--- config.mk ---
export PLATFORM = sky130hd
export DESIGN_NAME = adc_core_timing_offset_trim_regs
export DESIGN_NICKNAME = d
export VERILOG_FILES = /design/src/include/adc_trim_pkg.sv /design/src/include/trim_bank_if.sv /design/src/core/trim_steer.sv /design/src/core/adc_core_timing_offset_trim_regs.sv
export SDC_FILE = /design/constraint.sdc
export NUM_CORES = 1
export LEC_CHECK = 0
export ABC_AREA = 0
export BUFFER_PORTS_ARGS = -buffer_cell sky130_fd_sc_hd__buf_4
export CORE_MARGIN = 2
export CORE_UTILIZATION = 35
export CTS_BUF_LIST = sky130_fd_sc_hd__clkbuf_8
export DETAILED_ROUTE_END_ITERATION = 12
export HOLD_SLACK_MARGIN = 0.08
export PLACE_DENSITY = 0.58
export SLEW_MARGIN = 20
export SYNTH_ARGS = -nofsm -noshare
export SYNTH_HDL_FRONTEND = slang
export SYNTH_SLANG_ARGS = --single-unit
--- constraint.sdc ---
create_clock -name ref_clk -period 6.5 [get_ports ref_clk]
set_clock_uncertainty 0.05 [all_clocks]
set_input_delay 0.65 -clock ref_clk [delete_from_list [all_inputs] [get_ports ref_clk]]
set_output_delay 0.65 -clock ref_clk [all_outputs]
set_load 0.1 [all_outputs]
--- src/include/adc_trim_pkg.sv ---
/*
 * Constants, types and helpers for the converter trim register bank.
 * Assumes a 32-bit Avalon-MM slave port with byte addressing and one 200 MHz clock.
 */
// Summary of operation
// [RL1] Each sample time trim is an 8-bit read/write value that moves the sampling moment of its core.
// [RL2] The applied sample time trim of a core is chosen from the channel mode and the background phase.
// [RL3] Index 0x087 holds the sample time trim used while core C stands in for core A in dual mode.
// [RL4] Index 0x088 holds the sample time trim used while core C stands in for core B in dual mode.
// [RL5] Index 0x089 holds the sample time trim applied to core B in dual mode.
// [RL6] After reset every trim shows its factory value, which software may read and overwrite.
// [RL7] Each offset trim has a 12-bit unsigned value in its low bits and a 4-bit read/write field above, reset to zero.
// [RL8] The offset at 0x08A-0x08B is applied, unsigned, only while core zero samples the first analog input.
// [RL9] The offset at 0x08C-0x08D is applied only while core zero samples the second analog input.
// [RL10] The offset at 0x08E-0x08F is applied only while core one samples the first analog input.
// [RL11] Software must not write an offset trim while a foreground calibration runs.
// [RL12] Software must not write an offset trim while both background enables are set.
// [RL13] With foreground offset calibration on and background offset off, read offsets only once foreground is complete.
// [RL14] With both background enables on, read offsets only while calibration is halted.
// [RL15] Index 0x090-0x091 holds the offset applied while core one samples the second analog input, same layout.
// [RL16] Software writes zeros to the upper four bits of every offset trim.
package adc_trim_pkg;

    localparam int ADDR_W       = 12;
    localparam int DATA_W       = 32;
    localparam int IDX_W        = 10;
    localparam int IDX_LSB      = 2;
    localparam int TIME_W       = 8;
    localparam int OFFSET_W     = 12;
    localparam int OFFSET_REG_W = 16;
    localparam int RSVD_W       = 4;
    localparam int NUM_TIME     = 3;
    localparam int NUM_OFFSET   = 4;

    localparam logic [IDX_W-1:0] IDX_CORE_C_FOR_A = 10'h087;
    localparam logic [IDX_W-1:0] IDX_CORE_C_FOR_B = 10'h088;
    localparam logic [IDX_W-1:0] IDX_CORE_B_DUAL  = 10'h089;
    localparam logic [IDX_W-1:0] IDX_C0_INPUT_A   = 10'h08a;
    localparam logic [IDX_W-1:0] IDX_C0_INPUT_B   = 10'h08c;
    localparam logic [IDX_W-1:0] IDX_C1_INPUT_A   = 10'h08e;
    localparam logic [IDX_W-1:0] IDX_C1_INPUT_B   = 10'h090;
    localparam logic [IDX_W-1:0] IDX_CAL_STATUS   = 10'h0a0;
    localparam logic [IDX_W-1:0] IDX_ACCESS_FLAGS = 10'h0a1;

    localparam logic [RSVD_W-1:0] RSVD_RESET = 4'h0;

    // Slot numbers inside the trim arrays
    localparam logic [1:0] SLOT_C_FOR_A = 2'h0;
    localparam logic [1:0] SLOT_C_FOR_B = 2'h1;
    localparam logic [1:0] SLOT_B_DUAL  = 2'h2;
    localparam logic [1:0] SLOT_C0_INA  = 2'h0;
    localparam logic [1:0] SLOT_C0_INB  = 2'h1;
    localparam logic [1:0] SLOT_C1_INA  = 2'h2;
    localparam logic [1:0] SLOT_C1_INB  = 2'h3;

    // Calibration status bits
    localparam int ST_FG_BUSY   = 0;
    localparam int ST_FOREGROUND_COMPLETE_FLAG   = 1;
    localparam int ST_HALTED    = 2;
    localparam int ST_BG_EN     = 3;
    localparam int ST_BG_OS_EN  = 4;
    localparam int ST_FG_OS_EN  = 5;
    localparam int ST_WR_LOCKED = 6;
    localparam int ST_RD_UNSAFE = 7;
    localparam int ST_W         = 8;

    // Sticky access flags, write one to clear
    localparam int FL_WR_REFUSED = 0;
    localparam int FL_RD_UNSAFE  = 1;
    localparam int FL_W          = 2;

    typedef enum logic [1:0] {
        BUS_IDLE = 2'b01,
        BUS_ACK  = 2'b10
    } bus_state_type;

    typedef logic [TIME_W-1:0]       time_trim_type;
    typedef logic [OFFSET_REG_W-1:0] offset_reg_type;

    function automatic logic [IDX_W-1:0] regIndex(input logic [ADDR_W-1:0] addr);
        return addr[IDX_LSB +: IDX_W];
    endfunction

    // Merge of byte lanes 0 and 1 into a 16-bit word
    function automatic logic [OFFSET_REG_W-1:0] laneMerge(input logic [OFFSET_REG_W-1:0] old,
                                                         input logic [DATA_W-1:0]       wdata,
                                                         input logic [3:0]              be);
        logic [OFFSET_REG_W-1:0] res;
        res = old;
        if (be[0]) res[7:0] = wdata[7:0];
        if (be[1]) res[15:8] = wdata[15:8];
        return res;
    endfunction

endpackage

--- src/include/trim_bank_if.sv ---
/*
 * Carrier between the register bank and the trim steering logic.
 * Assumes both ends run on the same clock.
 */
`timescale 1ns/1ps
`default_nettype none
interface trim_bank_if;
    import adc_trim_pkg::*;

    time_trim_type              timeTrim   [NUM_TIME];
    offset_reg_type             offsetTrim [NUM_OFFSET];
    logic                       dualMode;
    logic                       bgPhaseForB;
    logic                       core0SecondInput;
    logic                       core1SecondInput;
    logic [TIME_W-1:0]          coreCTime;
    logic [TIME_W-1:0]          coreBTime;
    logic                       timeValid;
    logic [OFFSET_W-1:0]        core0Offset;
    logic [OFFSET_W-1:0]        core1Offset;

    modport bank  (output timeTrim, offsetTrim, dualMode, bgPhaseForB, core0SecondInput, core1SecondInput,
                   input coreCTime, coreBTime, timeValid, core0Offset, core1Offset);
    modport steer (input timeTrim, offsetTrim, dualMode, bgPhaseForB, core0SecondInput, core1SecondInput,
                   output coreCTime, coreBTime, timeValid, core0Offset, core1Offset);
endinterface
`default_nettype wire

--- src/core/trim_steer.sv ---
/*
 * Chooses the trim that each converter core applies and registers it.
 * Assumes mode inputs are already in this clock domain.
 */
`timescale 1ns/1ps
`default_nettype none
module trim_steer
    import adc_trim_pkg::*;
(
    input  wire logic  clk,
    input  wire logic  rst,
    trim_bank_if.steer tb
);

    // [RL2] Mode and phase selection
    always_ff @(posedge clk) begin
        if (rst) begin
            tb.coreCTime <= '0;
            tb.coreBTime <= '0;
            tb.timeValid <= 1'b0;
        end else if (tb.dualMode) begin
            // [RL3] [RL4] Core C stands in
            tb.coreCTime <= tb.bgPhaseForB ? tb.timeTrim[SLOT_C_FOR_B] : tb.timeTrim[SLOT_C_FOR_A];
            // [RL5] Core B dual trim
            tb.coreBTime <= tb.timeTrim[SLOT_B_DUAL];
            tb.timeValid <= 1'b1;
        end else begin
            // Single-channel trims live outside this bank
            tb.coreCTime <= '0;
            tb.coreBTime <= '0;
            tb.timeValid <= 1'b0;
        end
    end

    // [RL8] [RL9] Core zero input pick
    always_ff @(posedge clk) begin
        if (rst) begin
            tb.core0Offset <= '0;
        end else begin
            tb.core0Offset <= tb.core0SecondInput ? tb.offsetTrim[SLOT_C0_INB][OFFSET_W-1:0]
                                                  : tb.offsetTrim[SLOT_C0_INA][OFFSET_W-1:0];
        end
    end

    // [RL10] [RL15] Core one input pick
    always_ff @(posedge clk) begin
        if (rst) begin
            tb.core1Offset <= '0;
        end else begin
            tb.core1Offset <= tb.core1SecondInput ? tb.offsetTrim[SLOT_C1_INB][OFFSET_W-1:0]
                                                  : tb.offsetTrim[SLOT_C1_INA][OFFSET_W-1:0];
        end
    end

endmodule
`default_nettype wire

--- src/core/adc_core_timing_offset_trim_regs.sv ---
/*
 * Register bank of sample time and offset trims for the converter cores,
 * reached over an Avalon-MM slave with waitrequest.
 * Assumes mode, calibration and factory trim inputs come from logic on ref_clk,
 * and that the factory values are stable while sys_rst is high.
 */
// The Avalon-MM register port was chosen for this implementation.
`timescale 1ns/1ps
`default_nettype none
module adc_core_timing_offset_trim_regs
    import adc_trim_pkg::*;
(
    input  wire logic                                 ref_clk,
    input  wire logic                                 sys_rst,
    input  wire logic [ADDR_W-1:0]                    avs_address,
    input  wire logic                                 avs_read,
    input  wire logic                                 avs_write,
    input  wire logic [DATA_W-1:0]                    avs_writedata,
    input  wire logic [3:0]                           avs_byteenable,
    output logic      [DATA_W-1:0]                    avs_readdata,
    output logic                                      avs_waitrequest,
    input  wire logic [NUM_TIME-1:0][TIME_W-1:0]      factoryTimeTrim,
    input  wire logic [NUM_OFFSET-1:0][OFFSET_W-1:0]  factoryOffsetTrim,
    input  wire logic                                 dualChannelMode,
    input  wire logic                                 bgPhaseForB,
    input  wire logic                                 core0SecondInput,
    input  wire logic                                 core1SecondInput,
    input  wire logic                                 backgroundCalibrationEnable,
    input  wire logic                                 backgroundOffsetCalibrationEnable,
    input  wire logic                                 foregroundOffsetCalibrationEnable,
    input  wire logic                                 foregroundCalibrationBusy,
    input  wire logic                                 foregroundCompleteFlag,
    input  wire logic                                 calibrationHaltedFlag,
    output logic      [TIME_W-1:0]                    coreCSampleTimeTrim,
    output logic      [TIME_W-1:0]                    coreBSampleTimeTrim,
    output logic                                      sampleTimeTrimValid,
    output logic      [OFFSET_W-1:0]                  core0OffsetTrim,
    output logic      [OFFSET_W-1:0]                  core1OffsetTrim
);

    trim_bank_if tb ();

    bus_state_type      busState_q;
    bus_state_type      busState_d;
    time_trim_type      timeTrim_q   [NUM_TIME];
    offset_reg_type     offsetTrim_q [NUM_OFFSET];
    logic [FL_W-1:0]    accessFlags_q;
    logic [DATA_W-1:0]  readData_q;
    logic               waitReq_q;

    logic [IDX_W-1:0]   index;
    logic               request;
    logic               wrStrobe;
    logic               rdStrobe;
    logic               timeHit;
    logic [1:0]         timeSlot;
    logic               offsetHit;
    logic [1:0]         offsetSlot;
    logic               writeLocked;
    logic               readUnsafe;
    logic [ST_W-1:0]    calStatus;
    logic [DATA_W-1:0]  readMux;

    assign index    = regIndex(avs_address);
    assign request  = avs_read | avs_write;
    assign wrStrobe = (busState_q == BUS_IDLE) && avs_write;
    assign rdStrobe = (busState_q == BUS_IDLE) && avs_read;

    // Address decode to array slots
    always_comb begin
        timeHit    = 1'b0;
        timeSlot   = SLOT_C_FOR_A;
        offsetHit  = 1'b0;
        offsetSlot = SLOT_C0_INA;
        unique case (index)
            // [RL3] Core C for core A
            IDX_CORE_C_FOR_A: begin
                timeHit  = 1'b1;
                timeSlot = SLOT_C_FOR_A;
            end
            // [RL4] Core C for core B
            IDX_CORE_C_FOR_B: begin
                timeHit  = 1'b1;
                timeSlot = SLOT_C_FOR_B;
            end
            // [RL5] Core B dual
            IDX_CORE_B_DUAL: begin
                timeHit  = 1'b1;
                timeSlot = SLOT_B_DUAL;
            end
            // [RL8] Core zero first input
            IDX_C0_INPUT_A: begin
                offsetHit  = 1'b1;
                offsetSlot = SLOT_C0_INA;
            end
            // [RL9] Core zero second input
            IDX_C0_INPUT_B: begin
                offsetHit  = 1'b1;
                offsetSlot = SLOT_C0_INB;
            end
            // [RL10] Core one first input
            IDX_C1_INPUT_A: begin
                offsetHit  = 1'b1;
                offsetSlot = SLOT_C1_INA;
            end
            // [RL15] Core one second input
            IDX_C1_INPUT_B: begin
                offsetHit  = 1'b1;
                offsetSlot = SLOT_C1_INB;
            end
            default: begin
                timeHit   = 1'b0;
                offsetHit = 1'b0;
            end
        endcase
    end

    // [RL11] [RL12] Offset write lock
    // Guarding here keeps a stray write from corrupting a running calibration.
    assign writeLocked = foregroundCalibrationBusy |
                         (backgroundCalibrationEnable & backgroundOffsetCalibrationEnable);

    // [RL13] [RL14] Unsafe read window
    assign readUnsafe = (foregroundOffsetCalibrationEnable & ~backgroundOffsetCalibrationEnable &
                         ~foregroundCompleteFlag) |
                        (backgroundCalibrationEnable & backgroundOffsetCalibrationEnable &
                         ~calibrationHaltedFlag);

    always_comb begin
        calStatus               = '0;
        calStatus[ST_FG_BUSY]   = foregroundCalibrationBusy;
        calStatus[ST_FOREGROUND_COMPLETE_FLAG]   = foregroundCompleteFlag;
        calStatus[ST_HALTED]    = calibrationHaltedFlag;
        calStatus[ST_BG_EN]     = backgroundCalibrationEnable;
        calStatus[ST_BG_OS_EN]  = backgroundOffsetCalibrationEnable;
        calStatus[ST_FG_OS_EN]  = foregroundOffsetCalibrationEnable;
        calStatus[ST_WR_LOCKED] = writeLocked;
        calStatus[ST_RD_UNSAFE] = readUnsafe;
    end

    // Bus handshake, one answer cycle per request
    always_comb begin
        busState_d = busState_q;
        unique case (busState_q)
            BUS_IDLE: begin
                if (request) begin
                    busState_d = BUS_ACK;
                end
            end
            BUS_ACK: begin
                busState_d = BUS_IDLE;
            end
            default: begin
                busState_d = BUS_IDLE;
            end
        endcase
    end

    always_ff @(posedge ref_clk) begin
        if (sys_rst) begin
            busState_q <= BUS_IDLE;
        end else begin
            busState_q <= busState_d;
        end
    end

    // Waitrequest drops for exactly the answer cycle
    always_ff @(posedge ref_clk) begin
        if (sys_rst) begin
            waitReq_q <= 1'b1;
        end else begin
            waitReq_q <= ~(busState_d == BUS_ACK);
        end
    end

    // [RL1] [RL6] Sample time trims, factory value on reset
    always_ff @(posedge ref_clk) begin
        if (sys_rst) begin
            for (int i = 0; i < NUM_TIME; i++) begin
                timeTrim_q[i] <= factoryTimeTrim[i];
            end
        end else if (wrStrobe && timeHit && avs_byteenable[0]) begin
            timeTrim_q[timeSlot] <= avs_writedata[TIME_W-1:0];
        end
    end

    // [RL6] [RL7] Offset trims, factory value with zero upper field
    always_ff @(posedge ref_clk) begin
        if (sys_rst) begin
            for (int i = 0; i < NUM_OFFSET; i++) begin
                offsetTrim_q[i] <= {RSVD_RESET, factoryOffsetTrim[i]};
            end
        end else if (wrStrobe && offsetHit && !writeLocked) begin
            // [RL7] Upper field is stored as written
            offsetTrim_q[offsetSlot] <= laneMerge(offsetTrim_q[offsetSlot], avs_writedata, avs_byteenable);
        end
    end

    // Sticky access flags; a new event wins over a clear in the same cycle
    always_ff @(posedge ref_clk) begin
        if (sys_rst) begin
            accessFlags_q <= '0;
        end else begin
            if (wrStrobe && index == IDX_ACCESS_FLAGS && avs_byteenable[0]) begin
                accessFlags_q <= accessFlags_q & ~avs_writedata[FL_W-1:0];
            end
            // [RL11] [RL12] Refused write recorded
            if (wrStrobe && offsetHit && writeLocked) begin
                accessFlags_q[FL_WR_REFUSED] <= 1'b1;
            end
            // [RL13] [RL14] Early read recorded
            if (rdStrobe && offsetHit && readUnsafe) begin
                accessFlags_q[FL_RD_UNSAFE] <= 1'b1;
            end
        end
    end

    // Read data; unmapped and unused bits read zero, the reserved offset bits read as stored
    always_comb begin
        readMux = '0;
        if (timeHit) begin
            readMux[TIME_W-1:0] = timeTrim_q[timeSlot];
        end else if (offsetHit) begin
            readMux[OFFSET_REG_W-1:0] = offsetTrim_q[offsetSlot];
        end else if (index == IDX_CAL_STATUS) begin
            readMux[ST_W-1:0] = calStatus;
        end else if (index == IDX_ACCESS_FLAGS) begin
            readMux[FL_W-1:0] = accessFlags_q;
        end
    end

    // Data held until the next read answer
    always_ff @(posedge ref_clk) begin
        if (sys_rst) begin
            readData_q <= '0;
        end else if (rdStrobe) begin
            readData_q <= readMux;
        end
    end

    assign avs_readdata    = readData_q;
    assign avs_waitrequest = waitReq_q;

    // [RL2] Bank side of the steering carrier
    assign tb.timeTrim         = timeTrim_q;
    assign tb.offsetTrim       = offsetTrim_q;
    assign tb.dualMode         = dualChannelMode;
    assign tb.bgPhaseForB      = bgPhaseForB;
    assign tb.core0SecondInput = core0SecondInput;
    assign tb.core1SecondInput = core1SecondInput;

    trim_steer steer (
        .clk (ref_clk),
        .rst (sys_rst),
        .tb  (tb.steer)
    );

    // Steering outputs are flops inside the steering module
    assign coreCSampleTimeTrim = tb.coreCTime;
    assign coreBSampleTimeTrim = tb.coreBTime;
    assign sampleTimeTrimValid = tb.timeValid;
    assign core0OffsetTrim     = tb.core0Offset;
    assign core1OffsetTrim     = tb.core1Offset;

endmodule
`default_nettype wire

==> After elaboration in Yosys (flattened, before gate mapping) <==
Cells that the tools add are included.
{ "classes": {"magnitude_cmp": 4, "add_sub_neg": 0, "muxes": 42, "shifts": 0, "n_reduce_logical": 21, "div_mod_pow": 0, "n_bitwise": 16, "eq_ne": 11, "multipliers": 0} }
{ "ops": {"columns": ["operator", "n"], "rows": [
  ["2-to-1 mux 60 bit", 2],
  ["2-to-1 mux 8 bit", 14],
  ["== test 10 x 8 -> 1 bit (second input constant)", 9],
  ["bitwise mux 64 bit", 1],
  ["2-to-1 mux 16 bit", 3],
  ["2-to-1 mux 24 bit", 2],
  ["binary-select mux 16 bit (select 2 bit)", 1],
  ["demux 16 bit (select 2 bit)", 1],
  ["bitwise mux 24 bit", 1],
  ["2-to-1 mux 12 bit", 2],
  ["binary-select mux 8 bit (select 2 bit)", 1],
  ["demux 8 bit (select 2 bit)", 1],
  ["logical AND 1 bit", 13],
  ["2-to-1 mux 2 bit", 5],
  ["nonzero test 2 bit", 4],
  ["greater-or-equal comparator 3 bit (second input constant)", 2],
  ["< comparator 3 x 1 -> 1 bit (second input constant)", 2],
  ["2-to-1 mux 6 bit", 1],
  ["NOT 2 -> 3 bit", 2],
  ["case mux 2 bit (3 select lines)", 1],
  ["2-to-1 mux 1 bit", 5],
  ["NOT 1 bit", 5],
  ["AND 1 bit", 4],
  ["case mux 2 bit (2 select lines)", 1],
  ["other kinds (9)", 11]
]} }
{ "word_totals": {"out_inout_bits": 74, "inputBits": 134, "romBits": 0, "n_memories": 0, "elab_cells": 115, "ramBits": 0, "regBits": 150, "latch_bits": 0} }

==> Longest topological paths before layout <==
{ "logic_depth": {"depth_word": 12, "mapped_depth": 9, "ltp_nobuf": 5} }

==> By module <==
Synthesis repeated with hierarchy kept, for this count alone.
{ "hier_totals": {"hier_cells": 756, "area_unflattened_um2": 7454.6} }
{ "by_module_without_submodules": {"columns": ["module", "seq_area_each_um2", "area_each_um2", "instances", "cells_per_inst"], "rows": [
  ["adc_core_timing_offset_trim_regs", 2902.8, 6062.1, 1, 634],
  ["trim_steer", 820.8, 1392.6, 1, 122]
]} }

==> Least setup slack after synthesis <==
Ideal clock, no wire load.
{ "synth_timing": {"kind": "input-to-reg", "startpoint": "input port avs_address[7]", "endpoint": "register timeTrim_q (netlist bit tb.timeTrim[10]) (enable)", "path_buffers": 1, "setup_slack_ps": 3782, "stages": 5, "setup_ps": 384, "t_required_ps": 6066, "arrival_time_ps": 2284, "cell_sequence": "or3b_4 -> nor2_1 -> buf_2 -> nand3_1 -> o21ai_0"} }
{ "synth_between": {"elab_chain_cells": 6, "word_cells_on_any_way": 8, "classes_between": "3 x eq/ne; 1 x mux; 4 x reduce/logical"} }
{ "synth_rtl": {"columns": ["item", "line_no", "rtl"], "rows": [
  ["start, declared", "adc_core_timing_offset_trim_regs.sv:15", "input wire logic [ADDR_W-1:0] avs_address,"],
  ["== test 10 x 8 -> 1 bit", "adc_core_timing_offset_trim_regs.sv:75", "unique case (index)"],
  ["OR reduction 3 bit (no source line) *", null, null],
  ["2-to-1 mux 1 bit *", "adc_core_timing_offset_trim_regs.sv:75", null],
  ["logical AND 1 bit * (2 in series)", "adc_core_timing_offset_trim_regs.sv:182", "end else if (wrStrobe && timeHit && avs_byteenable[0]) begin"],
  ["nonzero test 2 bit (no source line) *", null, null],
  ["end signal, assigned by index", "adc_core_timing_offset_trim_regs.sv:180", "timeTrim_q[i] <= factoryTimeTrim[i];"],
  ["end signal, assigned by index", "adc_core_timing_offset_trim_regs.sv:183", "timeTrim_q[timeSlot] <= avs_writedata[TIME_W-1:0];"],
  ["end, declared", "adc_core_timing_offset_trim_regs.sv:45", "time_trim_type timeTrim_q [NUM_TIME];"]
]} }
Mark *: on every way between the ends. The rest lies on a longest branch, timed or not.
A chain may end at the register's enable or synchronous reset.

==> Worst setup path after layout <==
{ "layout_timing": {"startpoint": "input port sys_rst", "endpoint": "register offsetTrim_q[50] (netlist name) (data pin)"} }
{ "layout_between": {"elab_chain_cells": 1} }
{ "layout_rtl": {"columns": ["item", "line_no", "rtl"], "rows": [
  ["start, declared", "adc_core_timing_offset_trim_regs.sv:14", "input wire logic sys_rst,"],
  ["2-to-1 mux 60 bit", "adc_core_timing_offset_trim_regs.sv:189", "if (sys_rst) begin"],
  ["end signal, assigned by index", "adc_core_timing_offset_trim_regs.sv:191", "offsetTrim_q[i] <= {RSVD_RESET, factoryOffsetTrim[i]};"],
  ["end signal, assigned by index", "adc_core_timing_offset_trim_regs.sv:195", "offsetTrim_q[offsetSlot] <= laneMerge(offsetTrim_q[offsetSlot], avs_writedata, avs_byteenable);"],
  ["end, declared", "adc_core_timing_offset_trim_regs.sv:46", "offset_reg_type offsetTrim_q [NUM_OFFSET];"]
]} }
No other way between the ends.

==> results.md <==
* Outcome: finished, final reports clean
* CTS tree: built
* Initial antenna violation count at 0
* Area Growth Syn to Fin at 23.7%
* Port bufs at 171
* Antenna Nets Post-Route at 0
* Vias/cell at 5.36
* Synth top area share at 0.288
* Gate power share at 0.195
* Starting Density at 0.357
* H-Tree Depth at 4
* Max_cap viols at 0
* Aggregate global routing overflow at 0
* Hold-fix buffers, CTS at 0
* Layout cells sized above 1 at 0.281
* Die area at 22600 um^2
* Cell Pwr Density at 242 nW/um^2
* Commonest non-fill, non-tap cell in the layout: buf_4
* Cell Rows at 53
* WL final at 24.1 mm
* Largest net degree at the start of global routing at 68
* Post-DP HPWL at 17.5 mm
* Die Ht at 150 um
* Root Driver: clkbuf_8
* Fin crit share at 0.482
* Synth area leaders: edfxtp_1 29%, dfxtp_1 21%, nand2_1 6.1%
* Sw frac at 0.316
* Clock transition at the registers of the reported paths at 0.09 ns
* Setup Fix Bufs, Post-CTS at 0
* Post-Syn Area per Cell at 10.1 um^2
* Internal power at 1540 uW
* Total Nets Final at 1026
* Seq/Total Area, Yosys at 0.496
* Post-synth ARST share at 0
* IO Pins at 208
* Core Area at 21000 um^2
* GPL Wtd Cong at 0.873
* Crit Path Max Fanout at 67
* Clock power frac at 0.324
* Seq pwr share at 0.480
* Final hold vios at 0
* Post-route DRC at 0
* Longest Clk Path Bufs at 2
* EDFF count, synth at 72
* Global-route wire length before repair at 35.7 mm
* Avg WL per Cell at 20.4 um
* YS warnings at 0
* CP Capture Type: flop
* Post-cts sizing count at 0
* Commonest cells after routing, fill and taps aside: 177 x buf_4, 121 x nand2_1, 78 x dfxtp_1
* CTS sink count at 150
* Pwr Total at 2250 uW
* Slew @ Worst Pin at 1.13 ns
* Final Setup Violations at 0
* Yosys cell types at 65
* Fill cells at 2114
* Worst-skew pair later-pin latency at 0.48 ns
* Synthesized cell area at 7500 um^2
* Routed vias at 6319
* DRT Pass-1 Iters at 7
* Fin crit period at 3.13 ns
* Ys flop type: dfxtp_1
* Required @ worst endpoint at 6.78 ns
* All-Layer GR Usage at 0.213
* Leakage at 0.00371 uW
* Setup crit start kind: input pin
* Register bit total from synthesis at 150
* Achievable frequency at 319 MHz
* Maximum VDD drop at 0.116 mV
* Number of global-route vias before repair at 6197
* Post-synthesis cell count at 744
* Die Wd at 150 um
* Core Util, Final at 0.441
* Antenna Diode Count at 0
* DR iter-0 viols at 469
* Max transition margin at 0.240
* Worst hold path type: input pin to flop
* Sw power at 709 uW
* Yosys top cell by area: edfxtp_1
* Worst Path Class, Setup: input pin to flop
* Setup TNS at 0 ns
* RSZ-0062 raised after global routing: false
* TritonCTS Buffers at 17
* Worst hold slack at 0.356 ns
* Max Slew Vio Count at 0
* CP arrival at 3.41 ns
critical path, cell delays in order:
cell and delay, ns:
buf_4 0.28, buf_4 0.43, nor4bb_1 0.54, and2_1 0.22
and2_0 0.88, o31ai_1 0.20, o21ai_1 0.17
sequential cells by signal, summed over array words and instances, names as in the netlist:
| register | count |
|---|---|
| avs_waitrequest | 1 |
| tb.timeTrim | 24 |
| steer.tb.coreBTime | 8 |
| steer.tb.core1Offset | 12 |
| busState_q | 2 |
| offsetTrim_q | 64 |
| steer.tb.core0Offset | 12 |
| accessFlags_q | 2 |
| steer.tb.timeValid | 1 |
| avs_readdata | 16 |
| steer.tb.coreCTime | 8 |
synthesized netlist by cell type (3+ instances only):
cell type	number
nand2_1	121
dfxtp_1	78
edfxtp_1	72
o21ai_0	55
mux2i_1	45
nor2_1	38
o21ai_1	28
clkbuf_1	25
nand3_1	21
a21oi_1	20
buf_4	19
a22o_1	18
mux2_2	17
buf_2	12
nor3_1	12
o31ai_1	11
and2_1	10
o22ai_1	10
a211o_1	9
a211oi_1	9
inv_1	9
a31oi_1	5
nand2b_1	5
or3_1	5
a21o_1	4
a221oi_1	4
a32o_1	4
buf_1	4
o2111ai_1	4
o21a_1	4
o22ai_2	4
a211oi_2	3
a2bb2oi_1	3
and3_1	3
buf_6	3
nand4b_1	3
nor2_2	3
o22ai_4	3
o31a_1	3
o32ai_1	3
path summary, 6_finish.rpt:
kind                           end  slack (ns)               from  depth (start not counted)
hold / removal    offsetTrim_q[29]        0.36  avs_writedata[13]                          3
hold reg to reg    avs_readdata[8]        0.41    avs_readdata[8]                          2
setup / recovery  offsetTrim_q[50]        3.37            sys_rst                          7
setup reg to reg  offsetTrim_q[50]        4.01      busState_q[0]                          5
cells by family (layout without fill, tap and decap cells):
| kind of cell | Yosys count | in the layout | share of synthesized area |
|---|---|---|---|
| simple gates | 246 | 246 | 0.165 |
| flops | 150 | 150 | 0.496 |
| buf+inv | 73 | 219 | 0.0510 |
| other cells | 1 | 16 | 0.000500 |
| mux | 62 | 62 | 0.0856 |
| compound gates | 212 | 212 | 0.202 |
through the flow:
step | worst slack (ns) | instances | area [um^2]
2_1_floorplan | 3.78 | 759 | 7560
3_3_place_gp | 2.88 | 1148 | 8880
3_5_place_dp | 2.87 | 1148 | 8880
4_1_cts | 3.37 | 1180 | 9280
5_1_grt | 3.20 | 1180 | 9280
6_report | 3.37 | 1180 | 9280
power groups by stage:
stage	registers (uW)	logic, uW	clock network [uW]
detailed placement	1100	439	0
CTS	1080	440	740
floorplan	1220	182	0
global route	1080	463	772
finish	1080	439	729
global placement	1100	439	0
per-layer routing:
metal,global-route usage,part of all wire,vias to the layer above
li1,-,-,3012
met1,0.279,0.42,3053
met2,0.354,0.49,225
met3,0.0382,0.065,29
met4,0.0764,0.023,0
met5,0,0,-
cell type report:
cell class	instances	area, um^2	area share
sequential	150	3720	0.401
multi-input combinational	536	3450	0.372
timing repair buffer	177	1330	0.143
tap	275	344	0.0371
clock buffer	19	262	0.0282
clock inverter	13	134	0.0144
inverter	10	37.5	0.00404
(Power assumes the default switching activity.)
